<file path="src/core/slp_pkg.sv">
// Constants and types shared by the sleep mode controller
package slp_pkg;
	// ****************************************
	// Register map (byte addresses)
	// ****************************************
	localparam int          ADDR_W       = 8;
	localparam logic [7:0]  CTRL_OFS     = 8'h00;
	localparam logic [7:0]  GATE_OFS     = 8'h04;
	localparam logic [7:0]  CFG_OFS      = 8'h08;
	localparam logic [7:0]  STAT_OFS     = 8'h0c;
	// ****************************************
	// Field positions and reset values
	// ****************************************
	localparam int          CTRL_ARM_BIT  = 5;
	localparam int          CTRL_MODE_LSB = 3;
	localparam int          CFG_CONV_EN   = 0;
	localparam int          CFG_CMP_DIS   = 1;
	localparam int          CFG_CMP_REF   = 2;
	localparam int          CFG_LVL0      = 3;
	localparam int          CFG_LVL1      = 4;
	localparam int          CFG_XTAL      = 5;
	localparam int          CFG_W         = 6;
	localparam int          NUM_PERIPH    = 4;
	localparam logic [5:0]  CTRL_RST      = 6'h00;
	localparam logic [3:0]  GATE_RST      = 4'h0;
	localparam logic [5:0]  CFG_RST       = 6'h00;
	// ****************************************
	// Sleep mode codes
	// ****************************************
	localparam logic [1:0]  MODE_IDLE     = 2'b00;
	localparam logic [1:0]  MODE_NOISE    = 2'b01;
	localparam logic [1:0]  MODE_PDOWN    = 2'b10;
	localparam logic [1:0]  MODE_STBY     = 2'b11;
	localparam logic [2:0]  BOD_OFF_CODE  = 3'b111;
	// ****************************************
	// Timing counts in pclk cycles
	// ****************************************
	localparam int          STBY_WAKE_CYC = 6;
	localparam int          HALT_CYC      = 4;
	localparam int          STARTUP_CYC   = 16;
	localparam int          DLY_W         = 8;
	// ****************************************
	// Controller states
	// ****************************************
	typedef enum logic [1:0] {
		ST_ACTIVE,
		ST_SLEEP,
		ST_START,
		ST_HALT
	} slp_state_t;
endpackage

</file>
<file path="src/core/slp_delay.sv">
// Down counter that times start-up and halt intervals
`timescale 1ns/1ps
`default_nettype none
module slp_delay #(
	parameter int W = 8
) (
	// Clock and reset
	input  wire logic         pclk,
	input  wire logic         presetn,
	// Control
	input  wire logic         load,
	input  wire logic [W-1:0] load_val,
	// Status
	output logic              last
);
	logic [W-1:0] cnt_reg;

	always_ff @(posedge pclk or negedge presetn) begin
		if (!presetn) begin
			cnt_reg <= '0;
		end else if (load) begin
			cnt_reg <= load_val;
		end else if (cnt_reg != '0) begin
			cnt_reg <= cnt_reg - W'(1);
		end
	end

	// High in the final counted cycle
	assign last = (cnt_reg == W'(1));
endmodule
`default_nettype wire

</file>
<file path="src/core/slp_ctrl.sv">
// Sleep mode and clock gating controller with APB registers
// Behaviour
// RULE_01: Sleep only when sleep_arm is set and the core executes sleep.
// RULE_02: Idle stops core and flash clocks; others and oscillator keep running.
// RULE_03: Noise mode stops io, core, flash clocks; converter clock and oscillator run.
// RULE_04: Noise mode wakes on conversion done, resets, program ready, level0, pin change.
// RULE_05: Power-down stops oscillator and all generated clocks.
// RULE_06: Power-down wakes only on resets, level on line 0, pin change; the code also wakes on a level on line 1.
// RULE_07: In deeper modes lines 0 and 1 wake only when level sensing.
// RULE_08: Mode 11 with crystal option is standby: power-down with oscillator running.
// RULE_09: Wake from standby takes six clock cycles.
// RULE_10: Interrupt wake keeps core halted four extra cycles, then handler runs.
// RULE_11: Register file and SRAM are never disturbed by sleep or wake.
// RULE_12: Reset during sleep wakes device and starts from reset vector.
// RULE_13: Entering idle or noise mode with converter enabled starts a conversion.
// RULE_14: In idle any enabled interrupt wakes the device.
// RULE_15: Gate bit stops peripheral clock and blocks its register access.
// RULE_16: Clearing gate bit restarts the clock with state kept.
// RULE_17: Peripheral gating matters in active and idle; deeper modes stop clocks anyway.
// RULE_18: Enabled converter stays enabled in sleep; re-enable marks extended conversion.
// RULE_19: Power-down and standby disable comparator; its reference stays unless disabled.
// RULE_20: Brown-out detector enabled by fuse stays enabled in all modes.
// RULE_21: External level wake source holds its level long enough to be seen.
// RULE_22: Mode sampled at sleep; oscillator restarts and start-up delay precedes core clock.
//
// Added by the designer: the APB slave port and the register addresses.
`timescale 1ns/1ps
`default_nettype none
module slp_ctrl
	import slp_pkg::*;
#(
	parameter int STARTUP = STARTUP_CYC
) (
	// Clock and reset
	input  wire logic                  pclk,
	input  wire logic                  presetn,
	// APB slave
	input  wire logic                  psel,
	input  wire logic                  penable,
	input  wire logic                  pwrite,
	input  wire logic [ADDR_W-1:0]     paddr,
	input  wire logic [31:0]           pwdata,
	output logic      [31:0]           prdata,
	output logic                       pready,
	output logic                       pslverr,
	// Core handshake
	input  wire logic                  sleep_exec,
	output logic                       wake_irq,
	output logic                       reset_vector,
	// Internal interrupt requests
	input  wire logic                  conv_done_irq,
	input  wire logic                  self_program_op_ready_irq,
	input  wire logic                  watchdog_unit_irq,
	input  wire logic                  universal_serial_unit_irq,
	input  wire logic                  other_io_irq,
	// Asynchronous wake and reset sources
	input  wire logic                  ext_irq_line0,
	input  wire logic                  ext_irq_line1,
	input  wire logic                  pin_change_irq,
	input  wire logic                  ext_reset_req,
	input  wire logic                  watchdog_unit_reset_req,
	input  wire logic                  bod_reset_req,
	input  wire logic [2:0]            brownout_level_fuse,
	// Clock domain enables
	output logic                       core_clock_en,
	output logic                       flash_clock_en,
	output logic                       io_clock_en,
	output logic                       converter_clock_en,
	output logic                       fast_peripheral_clock_en,
	output logic                       osc_en,
	output logic      [NUM_PERIPH-1:0] periph_clock_en,
	output logic      [NUM_PERIPH-1:0] periph_access_en,
	// Analog module control
	output logic                       conv_enable,
	output logic                       conv_start,
	output logic                       conv_extended,
	output logic                       comparator_en,
	output logic                       reference_en,
	output logic                       brownout_en
);
	if (STARTUP < 1 || STARTUP > (2**DLY_W) - 1) begin : g_chk
		$error("STARTUP out of range");
	end
	localparam int SYN_W = 9;
	slp_state_t              state_reg;
	logic [5:0]              ctrl_reg;
	logic [NUM_PERIPH-1:0]   gate_reg;
	logic [CFG_W-1:0]        cfg_reg;
	logic [1:0]              mode_reg;
	logic                    conv_en_prev_reg;
	logic [SYN_W-1:0]        syn1_reg;
	logic [SYN_W-1:0]        syn2_reg;
	logic                    wr_en;
	logic                    dly_load;
	logic [DLY_W-1:0]        dly_val;
	logic                    dly_last;
	logic                    enter_sleep;
	logic [1:0]              sel_mode;
	logic                    lvl0;
	logic                    lvl1;
	logic                    pc_s;
	logic                    rst_wake;
	logic                    irq_wake;
	logic                    deep_now;
	logic                    core_next;
	logic                    flash_next;
	logic                    io_next;
	logic                    conv_next;
	logic                    pck_next;
	logic                    osc_next;
	// ****************************************
	// Input synchronisers
	// ****************************************
	// Level wake sources are held by the far side until seen here RULE_21
	always_ff @(posedge pclk or negedge presetn) begin
		if (!presetn) begin
			syn1_reg <= '0;
			syn2_reg <= '0;
		end else begin
			syn1_reg <= {brownout_level_fuse, bod_reset_req, watchdog_unit_reset_req,
				ext_reset_req, pin_change_irq, ext_irq_line1, ext_irq_line0};
			syn2_reg <= syn1_reg;
		end
	end
	// ****************************************
	// APB register access
	// ****************************************
	assign wr_en = psel && penable && pready && pwrite;
	always_ff @(posedge pclk or negedge presetn) begin
		if (!presetn) begin
			pready  <= 1'b0;
			pslverr <= 1'b0;
			prdata  <= 32'h0;
		end else begin
			pready  <= psel && !penable;
			pslverr <= 1'b0;
			prdata  <= 32'h0;
			if (psel && !penable) begin
				unique case (paddr)
					CTRL_OFS: prdata <= {26'h0, ctrl_reg};
					GATE_OFS: prdata <= {28'h0, gate_reg};
					CFG_OFS:  prdata <= {26'h0, cfg_reg};
					STAT_OFS: prdata <= {27'h0, conv_extended, mode_reg, state_reg};
					default:  pslverr <= 1'b1;
				endcase
			end
		end
	end
	always_ff @(posedge pclk or negedge presetn) begin
		if (!presetn) begin
			ctrl_reg <= CTRL_RST;
			gate_reg <= GATE_RST;
			cfg_reg  <= CFG_RST;
		end else if (wr_en) begin
			unique case (paddr)
				CTRL_OFS: ctrl_reg <= pwdata[5:0] & 6'h38;
				GATE_OFS: gate_reg <= pwdata[NUM_PERIPH-1:0]; // RULE_15 RULE_16
				CFG_OFS:  cfg_reg  <= pwdata[CFG_W-1:0];
				default:  ;
			endcase
		end
	end
	// ****************************************
	// Wake qualification
	// ****************************************
	// Mode 11 without crystal option falls back to power-down RULE_08
	assign sel_mode = (ctrl_reg[CTRL_MODE_LSB +: 2] == MODE_STBY && !cfg_reg[CFG_XTAL])
		? MODE_PDOWN : ctrl_reg[CTRL_MODE_LSB +: 2];
	assign enter_sleep = (state_reg == ST_ACTIVE) && sleep_exec
		&& ctrl_reg[CTRL_ARM_BIT]; // RULE_01
	assign lvl0 = syn2_reg[0] && cfg_reg[CFG_LVL0]; // RULE_07
	assign lvl1 = syn2_reg[1] && cfg_reg[CFG_LVL1]; // RULE_07
	assign pc_s = syn2_reg[2];
	assign rst_wake = |syn2_reg[5:3];
	assign deep_now = (mode_reg == MODE_PDOWN) || (mode_reg == MODE_STBY);
	always_comb begin
		unique case (mode_reg)
			MODE_IDLE:  irq_wake = syn2_reg[0] || syn2_reg[1] || pc_s || conv_done_irq
				|| self_program_op_ready_irq || watchdog_unit_irq || universal_serial_unit_irq
				|| other_io_irq; // RULE_14
			MODE_NOISE: irq_wake = conv_done_irq || self_program_op_ready_irq
				|| lvl0 || lvl1 || pc_s; // RULE_04
			default:    irq_wake = lvl0 || lvl1 || pc_s; // RULE_06
		endcase
	end
	// ****************************************
	// Sleep state machine
	// ****************************************
	always_comb begin
		dly_load = 1'b0;
		dly_val  = DLY_W'(HALT_CYC);
		if (state_reg == ST_SLEEP && !rst_wake && irq_wake) begin
			dly_load = 1'b1;
			if (mode_reg == MODE_STBY) begin
				dly_val = DLY_W'(STBY_WAKE_CYC); // RULE_09
			end else if (mode_reg == MODE_PDOWN) begin
				dly_val = DLY_W'(STARTUP); // RULE_22
			end
		end else if (state_reg == ST_START && !rst_wake && dly_last) begin
			dly_load = 1'b1; // RULE_10
		end
	end
	slp_delay #(
		.W        (DLY_W)
	) u_delay (
		.pclk     (pclk),
		.presetn  (presetn),
		.load     (dly_load),
		.load_val (dly_val),
		.last     (dly_last)
	);
	// Wake never resets core state, so register file and SRAM survive RULE_11
	always_ff @(posedge pclk or negedge presetn) begin
		if (!presetn) begin
			state_reg    <= ST_ACTIVE;
			mode_reg     <= MODE_IDLE;
			wake_irq     <= 1'b0;
			reset_vector <= 1'b0;
		end else begin
			wake_irq     <= 1'b0;
			reset_vector <= 1'b0;
			unique case (state_reg)
				ST_ACTIVE: if (enter_sleep) begin
					state_reg <= ST_SLEEP;
					mode_reg  <= sel_mode; // RULE_22
				end
				ST_SLEEP: if (rst_wake) begin
					state_reg    <= ST_ACTIVE;
					reset_vector <= 1'b1; // RULE_12
				end else if (irq_wake) begin
					state_reg <= (mode_reg == MODE_IDLE || mode_reg == MODE_NOISE)
						? ST_HALT : ST_START;
				end
				ST_START: if (rst_wake) begin
					state_reg    <= ST_ACTIVE;
					reset_vector <= 1'b1; // RULE_12
				end else if (dly_last) begin
					state_reg <= ST_HALT;
				end
				ST_HALT: if (dly_last) begin
					state_reg <= ST_ACTIVE;
					wake_irq  <= 1'b1; // RULE_10
				end
			endcase
		end
	end
	// ****************************************
	// Clock domain enables
	// ****************************************
	always_comb begin
		core_next  = 1'b1;
		flash_next = 1'b1;
		io_next    = 1'b1;
		conv_next  = 1'b1;
		pck_next   = 1'b1;
		osc_next   = 1'b1;
		if (state_reg != ST_ACTIVE) begin
			core_next  = 1'b0; // RULE_02
			flash_next = 1'b0;
		end
		if (state_reg == ST_SLEEP || state_reg == ST_START) begin
			unique case (mode_reg)
				MODE_IDLE:  ;
				MODE_NOISE: begin
					io_next  = 1'b0; // RULE_03
					pck_next = 1'b0;
				end
				MODE_PDOWN: begin
					io_next   = 1'b0; // RULE_05
					conv_next = 1'b0;
					pck_next  = 1'b0;
					osc_next  = (state_reg == ST_START); // RULE_22
				end
				MODE_STBY: begin
					io_next   = 1'b0; // RULE_08
					conv_next = 1'b0;
					pck_next  = 1'b0;
				end
			endcase
		end
	end
	always_ff @(posedge pclk or negedge presetn) begin
		if (!presetn) begin
			core_clock_en            <= 1'b1;
			flash_clock_en           <= 1'b1;
			io_clock_en              <= 1'b1;
			converter_clock_en       <= 1'b1;
			fast_peripheral_clock_en <= 1'b1;
			osc_en                   <= 1'b1;
			periph_clock_en          <= '1;
			periph_access_en         <= '1;
		end else begin
			core_clock_en            <= core_next;
			flash_clock_en           <= flash_next;
			io_clock_en              <= io_next;
			converter_clock_en       <= conv_next;
			fast_peripheral_clock_en <= pck_next;
			osc_en                   <= osc_next;
			periph_clock_en          <= {NUM_PERIPH{io_next}} & ~gate_reg; // RULE_15 RULE_17
			periph_access_en         <= ~gate_reg; // RULE_15
		end
	end
	always_ff @(posedge pclk or negedge presetn) begin
		if (!presetn) begin
			conv_enable      <= 1'b0;
			conv_en_prev_reg <= 1'b0;
			conv_start       <= 1'b0;
			conv_extended    <= 1'b1;
			comparator_en    <= 1'b0;
			reference_en     <= 1'b0;
			brownout_en      <= 1'b0;
		end else begin
			conv_enable      <= cfg_reg[CFG_CONV_EN]; // RULE_18
			conv_en_prev_reg <= cfg_reg[CFG_CONV_EN];
			conv_start       <= enter_sleep && cfg_reg[CFG_CONV_EN]
				&& (sel_mode == MODE_IDLE || sel_mode == MODE_NOISE); // RULE_13
			// Re-enable after an off period sets; set wins over clear
			if (cfg_reg[CFG_CONV_EN] && !conv_en_prev_reg) begin
				conv_extended <= 1'b1; // RULE_18
			end else if (conv_start || conv_done_irq) begin
				conv_extended <= 1'b0;
			end
			comparator_en <= !cfg_reg[CFG_CMP_DIS]
				&& !(state_reg != ST_ACTIVE && state_reg != ST_HALT && deep_now); // RULE_19
			reference_en  <= cfg_reg[CFG_CMP_REF] && !cfg_reg[CFG_CMP_DIS]; // RULE_19
			brownout_en   <= (syn2_reg[8:6] != BOD_OFF_CODE); // RULE_20
		end
	end
endmodule
`default_nettype wire

</file>
<file path="config.mk">
export PLATFORM = sky130hd
export DESIGN_NAME = slp_ctrl
export DESIGN_NICKNAME = d
export VERILOG_FILES = /design/src/core/slp_pkg.sv /design/src/core/slp_delay.sv /design/src/core/slp_ctrl.sv
export SDC_FILE = /design/constraint.sdc
export NUM_CORES = 1
export LEC_CHECK = 0
export ABC_AREA = 1
export BUFFER_PORTS_ARGS = -buffer_cell sky130_fd_sc_hd__buf_2
export CAP_MARGIN = 15
export CORE_MARGIN = 4
export CORE_UTILIZATION = 30
export CTS_CLUSTER_SIZE = 8
export DETAILED_ROUTE_END_ITERATION = 8
export HOLD_SLACK_MARGIN = 0.03
export MAX_ROUTING_LAYER = met4
export PLACE_DENSITY = 0.63
export SYNTH_ARGS = -nofsm -noshare
export SYNTH_HDL_FRONTEND = slang
export SYNTH_HIERARCHICAL = 1
export SYNTH_SLANG_ARGS = --single-unit
</file>
<file path="constraint.sdc">
create_clock -name pclk -period 1.9 [get_ports pclk]
set_input_delay 0.095 -clock pclk [delete_from_list [all_inputs] [get_ports pclk]]
set_output_delay 0.095 -clock pclk [all_outputs]
set_load 0.01 [all_outputs]
</file>
==> results.json, run 1 <==
{
  "rsz0062_at_grt": "no",
  "wl_mm": 6.82,
  "fin_cells": 598,
  "hp-class": "primary input to flop",
  "finalCritPeriodShare_pct": 91.9,
  "cts.sinks": 71,
  "drv_cap": 0,
  "crit_end": "u_delay/cnt_reg[7]$_DFFE_PN0P_",
  "grt_max_degree": 72,
  "synth-compound-area-share_pct": 6.45,
  "r2r.worst_path.cells": 11,
  "syn_inst": 357,
  "syn_area_per_cell_um2": 9.29,
  "placed_cells": 565,
  "arrival_ps": 1980,
  "avgViaCountPerCell": 4.15,
  "rows": 38,
  "cts_tree": "built",
  "avgRoutedWirePerCell_um": 11.4,
  "startpoint": "u_delay/cnt_reg[3]$_DFFE_PN0P_",
  "yosys.area_share.simple_pct": 23.3,
  "start_util_pct": 30.6,
  "drc_errors": 0,
  "nNetsFinal": 520,
  "die_area_mm2": 0.0128,
  "drtPass1Iterations": 4,
  "fin_ws_ps": 153,
  "clkLatencyLatePin_ps": 340,
  "synth-xor-area-share_pct": 0,
  "cts_root_buf": "clkbuf_8",
  "synthAdderAreaFrac_pct": 2.64,
  "final.setup.tns_ps": 0,
  "drv_slew": 0,
  "layout_min_cycle_time_ps": 1750,
  "ys_seq_area_share_pct": 54.0,
  "core_mm2": 0.0108,
  "r2r_start": "u_delay/cnt_reg[3]$_DFFE_PN0P_",
  "endpoint_kind": "flop",
  "drive_gt1_share_pct": 29.9,
  "grt_pass1_wl_mm": 11.5,
  "synth_top_family_by_area": "simple AND/OR/NAND/NOR gates",
  "cts.clk_slew.worst_paths_ps": 80,
  "overflow": 0,
  "critical_path_class": "flop to flop",
  "place_hpwl_mm": 5.03,
  "globalplace.congestion": 0.832,
  "syn-cell-area_mm2": 0.00332,
  "power_density_mw_per_mm2": 1030,
  "dp_slack_ps": 109,
  "status": "complete, no violations",
  "rrSetupSlack_ps": 150,
  "power_w": 0.00422,
  "num_antenna_cells": 0,
  "htreeDepth": 3,
  "yosys_warnings": 6,
  "grt_usage_pct": 11.4,
  "power.leakage_nw": 2.10,
  "ios": 116,
  "muxShareOfSynthArea_pct": 0,
  "via_count": 2480,
  "ant_nets": 0,
  "die_height_um": 113,
  "port_buffers": 63,
  "grt_pass1_vias": 2435,
  "timing.rr.end": "u_delay/cnt_reg[7]$_DFFE_PN0P_",
  "cp-start-kind": "flop",
  "hold_viol": 0,
  "fmax_mhz": 573,
  "vdd_drop_max_mv": 0.407,
  "critPathMaxFanout": 7,
  "final_util_pct": 37.7,
  "yosysUniqueCellTypes": 29,
  "numCtsBuffers": 9,
  "die_w_um": 113,
  "drtIter0Drc": 82,
  "cts_setup_buffers": 0,
  "fin_skew_ps": 9.52,
  "syn2layout_area_growth_pct": 23.2,
  "crit_required_ps": 2130,
  "ys_ff_latch": 71,
  "clock_path_buffers": 2,
  "grt_antenna_before_repair": 0,
  "finalSetupViolCount": 0
}
## layout by cell type, fill, tap and decap left out, types with 7 or more instances in the layout
cell | Yosys | layout
nand2_1 | 66 | 66
buf_2 | 0 | 63
dfrtp_1 | 58 | 56
inv_1 | 48 | 48
nor2_1 | 37 | 37
conb_1 | 1 | 31
nand3_1 | 29 | 29
dlygate4sd3_1 | 0 | 17
o21ai_0 | 16 | 15
dfstp_2 | 13 | 13
o21ai_2 | 10 | 11
clkbuf_8 | 0 | 9
ha_1 | 7 | 7
## power breakdown
part	switching, W	leakage (nW)	internal, W
Clock	0.000594	0.0854	0.000473
Sequential	0.000146	0.868	0.00181
Combinational	0.000740	1.15	0.000459
Total	0.00148	2.10	0.00274
## routing by layer
layer  track usage (%)  routed length (um)  vias to the layer above
met5                 -                   0                        -
met4              3.29                  62                        0
met3              3.16                 353                        4
met2              16.9                3190                       60
met1              15.3                3220                     1172
li1                  -                   -                     1244
## synth_stat cells (all sizes together)
master   count  area share (%)
a21oi        5            0.75
and3         1            0.19
buf         31             7.2
nor2        43             6.0
nand4        3            0.57
nor3         7             1.8
nand3       33             6.0
nand2       72             8.6
a211oi       1            0.23
dfrtp       58              44
conb         1            0.11
o21ai       27             5.2
dfstp       13              10
ha           7             2.6
inv         54             6.3
o2bb2ai      1            0.26
## worst max-delay path: stages, from the launching register on
cell and delay (ps):
dfrtp_1 450, nor2_4 180, nand2_1 70, nor2_1 160
inv_1 100, o21ai_2 170, inv_2 90, buf_4 170
nor2_1 100, nor2_1 60, nand2_1 60, inv_1 30
## worst min-delay path by stage
stage	start	end	slack (ps)	cells after the start
2_1_floorplan	presetn	brownout_en$_DFF_PN0_	-200	0
5_1_grt	psel	pready$_DFF_PN0_	50	3
3_5_place_dp	presetn	reference_en$_DFF_PN0_	150	2
3_3_place_gp	presetn	prdata[2]$_DFF_PN0_	150	2
4_1_cts	psel	pready$_DFF_PN0_	40	3
6_report	psel	pready$_DFF_PN0_	40	3
## timing repair
action | in CTS | in global routing
hold buffers | 17 | 0
endpoints found under the hold margin | 74 | 0
gates resized for setup | 0 | 3
setup endpoints to repair | 0 | 6
## metrics by stage
step,hold WS (ps),instance area (um2)
2_1_floorplan,-201,3430
3_3_place_gp,150,3740
3_5_place_dp,152,3740
4_1_cts,39.3,4080
5_1_grt,51.2,4090
6_report,44.3,4090
## layout make-up
cell class | instances | area (um2)
sequential | 71 | 1800
timing repair buffer | 86 | 543
tap | 140 | 175
clock inverter | 7 | 47.5
multi-input combinational | 231 | 1190
clock buffer | 9 | 124
fill | 1111 | 6750
inverter | 54 | 208
## logic make-up (layout without fill, tap and decap cells)
group | after synthesis | after routing
AOI/OAI and AO/OA | 34 | 34
adders and majority gates | 7 | 7
buffers and inverters | 85 | 156
DFF | 71 | 71
other | 1 | 31
and+or+nand+nor | 159 | 159
Note: power is estimated with default switching activity, not from simulation.
==> inputs of run 2 (changes only) <==
- CAP_MARGIN: 15 -> default
- CORE_UTILIZATION: 30 -> 45
- PLACE_DENSITY: 0.63 -> 0.85
==> run 2 against run 1 <==
Critical path depth is the same. Largest cell class unchanged. Total power grew 9.3%. Flip-flop and latch count is the same. Clock skew shrank 4.5 ps. Combinational power is essentially flat. Clock-buffer cell count grew 3. Routed wire length shrank 0.16%.
==> results.json, run 2 (same netlist as run 1, synthesis figures left out) <==
{
  "avgViaCountPerCell": 4.66,
  "drtPass1Iterations": 4,
  "avgRoutedWirePerCell_um": 12.2,
  "final.setup.tns_ps": 0,
  "die_w_um": 93.9,
  "numCtsBuffers": 9,
  "wl_mm": 6.81,
  "final_common_cell": "nand2_1",
  "grt_usage_pct": 16.4,
  "fin_skew_ps": 5.00,
  "die_area_mm2": 0.00881,
  "hold_viol": 0,
  "finalSetupViolCount": 0,
  "rrSetupSlack_ps": 100,
  "r2r_start": "u_delay/cnt_reg[3]$_DFFE_PN0P_",
  "crit_required_ps": 2140,
  "power_density_mw_per_mm2": 1120,
  "vdd_drop_max_mv": 0.652,
  "place_hpwl_mm": 4.78,
  "mostFrequentLayoutCells": "nand2_1 (66), buf_2 (63), dfrtp_1 (56), inv_1 (48), nor2_1 (37)",
  "die_height_um": 93.9,
  "hp-class": "primary input to flop",
  "critical_path_class": "flop to flop",
  "cts.clk_slew.worst_paths_ps": 70,
  "placed_cells": 524,
  "grt_pass1_wl_mm": 10.9,
  "drc_errors": 0,
  "rows": 31,
  "critPathMaxFanout": 6,
  "timing.rr.end": "u_delay/cnt_reg[5]$_DFFE_PN0P_",
  "fillCellCount": 599,
  "power_w": 0.00461,
  "overflow": 0,
  "start_util_pct": 46.0,
  "fmax_mhz": 557,
  "worstHoldStart": "pwdata[3]",
  "drtIter0Drc": 174,
  "endpoint_kind": "flop",
  "num_antenna_cells": 0,
  "via_count": 2609,
  "ant_nets": 0,
  "nNetsFinal": 523,
  "cts_tree": "built",
  "drv_slew": 0,
  "fin_cells": 560,
  "cts.sinks": 71,
  "cts_root_buf": "clkbuf_8",
  "power.leakage_nw": 2.15,
  "grt_pass1_vias": 2503,
  "cp-start-kind": "flop",
  "clock_path_buffers": 2,
  "finalCritPeriodShare_pct": 94.5,
  "r2r.worst_path.cells": 11,
  "drive_gt1_share_pct": 29.7,
  "grt_max_degree": 72,
  "arrival_ps": 2030,
  "port_buffers": 63,
  "hold_depth": 3,
  "globalplace.congestion": 0.827,
  "htreeDepth": 3,
  "whs_endpoint": "cfg_reg[3]$_DFFE_PN0P_",
  "ios": 116,
  "core_mm2": 0.00721,
  "layout_min_cycle_time_ps": 1800,
  "clkLatencyLatePin_ps": 340,
  "grt_antenna_before_repair": 0,
  "status": "complete, no violations",
  "drv_cap": 0,
  "syn2layout_area_growth_pct": 24.4
}
-- run 2: repair_timing --
| action | 4_1_cts | 5_1_grt |
|---|---|---|
| endpoints found under the hold margin | 74 | 0 |
| resized for setup | 0 | 3 |
| buffers inserted | 0 | 2 |
| setup endpoints to repair | 0 | 8 |
| hold buffers | 18 | 0 |
-- run 2: metrics by stage --
stage	setup slack (ps)	hold WS, ps	area (um2)	utilization [%]
final	104	73.4	4130	57.2
after global routing	-1.93	66.8	4130	57.2
after CTS	24.1	53.0	4110	56.9
after detailed placement	52.2	147	3690	51.1
after global placement	116	141	3690	51.1
after floorplan	141	-201	3430	-
-- run 2: critical path, stage by stage, from the launching register on --
cell	delay, ps
dfrtp_1	440
nor2_4	170
nand2_1	90
nor2_1	190
inv_1	110
o21ai_2	180
inv_2	90
buf_4	170
nor2_1	100
nor2_1	60
nand2_1	60
inv_1	30
-- run 2: routing by layer --
metal	GRT usage, %	routed length, um	vias to the layer above	share of wire (%)
li1	-	-	1255	-
met1	20.1	2790	1221	41
met2	25.8	3360	119	49
met3	4.41	527	14	7.7
met4	6.98	132	0	1.9
met5	-	0	-	0
-- run 2: worst max path at each step --
stage | startpoint | end | slack, ps | depth (start not counted)
2_1_floorplan | u_delay/cnt_reg[1]$_DFFE_PN0P_ | u_delay/cnt_reg[5]$_DFFE_PN0P_ | 140 | 12
3_3_place_gp | mode_reg[1]$_DFFE_PN0P_ | u_delay/cnt_reg[6]$_DFFE_PN0P_ | 120 | 13
3_5_place_dp | mode_reg[0]$_DFFE_PN0P_ | u_delay/cnt_reg[4]$_DFFE_PN0P_ | 50 | 13
4_1_cts | mode_reg[0]$_DFFE_PN0P_ | u_delay/cnt_reg[4]$_DFFE_PN0P_ | 20 | 13
5_1_grt | mode_reg[0]$_DFFE_PN0P_ | u_delay/cnt_reg[4]$_DFFE_PN0P_ | -2 | 13
6_report | u_delay/cnt_reg[3]$_DFFE_PN0P_ | u_delay/cnt_reg[5]$_DFFE_PN0P_ | 100 | 11
-- run 2: final cells by class --
cell class / count / area, um2 / area share (%)
repair buffers: 89 / 568 / 13.8
clock inverters: 4 / 95.1 / 2.30
flip-flops and latches: 71 / 1800 / 43.5
well taps: 99 / 124 / 3.00
clock buffers: 12 / 145 / 3.52
multi-input cells: 231 / 1190 / 28.9
inverters: 54 / 208 / 5.03
-- run 2: where the power goes --
group	total (W)	internal, W	switching, W
logic	0.00121	0.000461	0.000748
clock network	0.00145	0.000907	0.000538
registers	0.00196	0.00181	0.000151
total	0.00461	0.00317	0.00144
==> inputs of run 3 (changes only) <==
- CORE_UTILIZATION: 45 -> 50
- PLACE_DENSITY: 0.85 -> 0.89
- clock period: 1.9 -> 1.94 ns (I/O delays scaled with it)
==> run 3 against run 2 <==
Worst hold slack worse by 7.0 ps. Combinational power shrank 3%. Die area down 9.2%. Cell count shrank 4.3%. Sequential share of layout area is 1.1 points higher. Global-route usage grew 2.5 points. Register-to-register slack improved by 40 ps. Maximum frequency about the same. Total power fell by 10%.
==> results.json, run 3 (same netlist as run 1, synthesis figures left out) <==
{
  "htreeDepth": 3,
  "nNetsFinal": 521,
  "die_area_mm2": 0.00800,
  "vdd_drop_max_mv": 0.801,
  "die_w_um": 89.5,
  "pwr-share-comb_pct": 28.1,
  "finalSetupViolCount": 0,
  "final_cell_area_mm2": 0.00402,
  "crit_top_cell": "nor2_1",
  "cp-start-kind": "flop",
  "switching_share_pct": 34.6,
  "fmax_mhz": 557,
  "status": "complete, no violations",
  "avgRoutedWirePerCell_um": 12.9,
  "placed_cell_area_mm2": 0.00366,
  "dp_slack_ps": 155,
  "syn2layout_area_growth_pct": 21.3,
  "cp_num_buf_inv": 3,
  "drtPass1Iterations": 4,
  "hold_viol": 0,
  "globalplace.congestion": 0.903,
  "num_antenna_cells": 0,
  "ant_nets": 0,
  "final_common_cell": "nand2_1",
  "numCtsBuffers": 9,
  "cts_root_buf": "clkbuf_8",
  "arrival_ps": 2070,
  "hp-class": "primary input to flop",
  "critPathMaxFanout": 10,
  "crit_required_ps": 2210,
  "layout_min_cycle_time_ps": 1790,
  "critical_path_class": "flop to flop",
  "drtIter0Drc": 217,
  "grt_antenna_before_repair": 0,
  "cts_tree": "built",
  "cts_setup_buffers": 0,
  "cp_slowest_cell": "dfrtp_1",
  "port_buffers": 63,
  "via_count": 2562,
  "clkPwrFrac_pct": 25.6,
  "rows": 29,
  "grt_usage_pct": 19.0,
  "max_stage_delay_ps": 410,
  "finalCritPeriodShare_pct": 92.5,
  "fin_skew_ps": 4.43,
  "grt_max_degree": 72,
  "avgViaCountPerCell": 4.78,
  "power.leakage_nw": 2.11,
  "mostFrequentLayoutCells": "nand2_1 (66), buf_2 (63), dfrtp_1 (57), inv_1 (48), nor2_1 (36)",
  "overflow": 0,
  "drive_gt1_share_pct": 29.4,
  "grt_pass1_vias": 2491,
  "grt_pass1_wl_mm": 11.0,
  "wl_mm": 6.89,
  "start_util_pct": 52.0,
  "cts.sinks": 71,
  "drv_cap": 0,
  "core_mm2": 0.00639,
  "p_seq_share_pct": 46.3,
  "die_height_um": 89.5,
  "ios": 116,
  "endpoint_kind": "flop",
  "hold_ws_ps": 66.4,
  "clkLatencyLatePin_ps": 350,
  "place_hpwl_mm": 4.88,
  "path_delay_family": "simple AND/OR/NAND/NOR gates",
  "drv_slew": 0,
  "power_density_mw_per_mm2": 1030,
  "worstPathCellList": "nor2_4 -> nand3_4 -> nor2_1 -> inv_1 -> o21ai_0 -> inv_2 -> buf_4 -> nand2_1 -> nor2_1 -> nor3_2",
  "cts.clk_slew.worst_paths_ps": 80,
  "clock_path_buffers": 2,
  "switchingPower_w": 0.00144,
  "p_int_w": 0.00272,
  "fin_ws_ps": 145,
  "drc_errors": 0
}
run 3: what timing repair did:
item | CTS | global route
resized for setup | 0 | 3
hold buffers | 18 | 0
endpoints found under the setup margin | 0 | 7
endpoints found under the hold margin | 75 | 0
run 3: path summary, 6_finish.rpt:
check,start,to,slack [ps],depth (start not counted)
min in group asynchronous,presetn,gate_reg[2]$_DFFE_PN0P_,310,3
min,pwdata[3],cfg_reg[3]$_DFFE_PN0P_,70,3
max reg2reg,u_delay/cnt_reg[6]$_DFFE_PN0P_,u_delay/cnt_reg[2]$_DFFE_PN0P_,150,10
max,u_delay/cnt_reg[6]$_DFFE_PN0P_,u_delay/cnt_reg[2]$_DFFE_PN0P_,150,10
min reg2reg,syn1_reg[7]$_DFF_PN0_,syn2_reg[7]$_DFF_PN0_,350,0
max in group asynchronous,presetn,conv_extended$_DFFE_PN1P_,1300,3
run 3: through the flow:
step / setup TNS [ps] / utilization, % / total power (W) / cells
final: 0 / 63.0 / 0.00415 / 536
after CTS: 0 / 62.9 / 0.00416 / 536
after global routing: -6.87 / 63.0 / 0.00445 / 536
after detailed placement: 0 / 57.3 / 0.00308 / 502
after floorplan: 0 / - / 0.00276 / 387
after global placement: 0 / 57.3 / 0.00300 / 502
run 3: routing by layer:
layer  up-vias  GRT usage (%)  part of all wire (%)
li1       1248              -                     -
met1      1197           22.9                    40
met2        95           29.7                    50
met3        22           4.79                   7.2
met5         -              -                     0
met4         0           9.34                   3.2
run 3: area by class of cell:
cell class	count	area, um2
Clock buffer	11	141
Sequential cell	71	1790
Tap cell	77	96.3
Multi-Input combinational cell	231	1200
Clock inverter	5	33.8
Timing Repair Buffer	87	553
Fill cell	488	2360
Inverter	54	208
run 3: worst register-to-register path, stage by stage, from the launching register on:
cell and delay (ps):
dfrtp_1 410, nor2_4 160, nand3_4 110, nor2_1 140, inv_1 80, o21ai_0 260, inv_2 90, buf_4 190
nand2_1 80, nor2_1 50, nor3_2 140
run 3: power groups by stage:
| stage | Clock (W) | Combinational [W] | Sequential [W] |
|---|---|---|---|
| 2_1_floorplan | 0 | 0.000778 | 0.00198 |
| 3_3_place_gp | 0 | 0.00107 | 0.00193 |
| 3_5_place_dp | 0 | 0.00114 | 0.00194 |
| 4_1_cts | 0.00107 | 0.00117 | 0.00192 |
| 5_1_grt | 0.00116 | 0.00134 | 0.00195 |
| 6_report | 0.00106 | 0.00117 | 0.00192 |
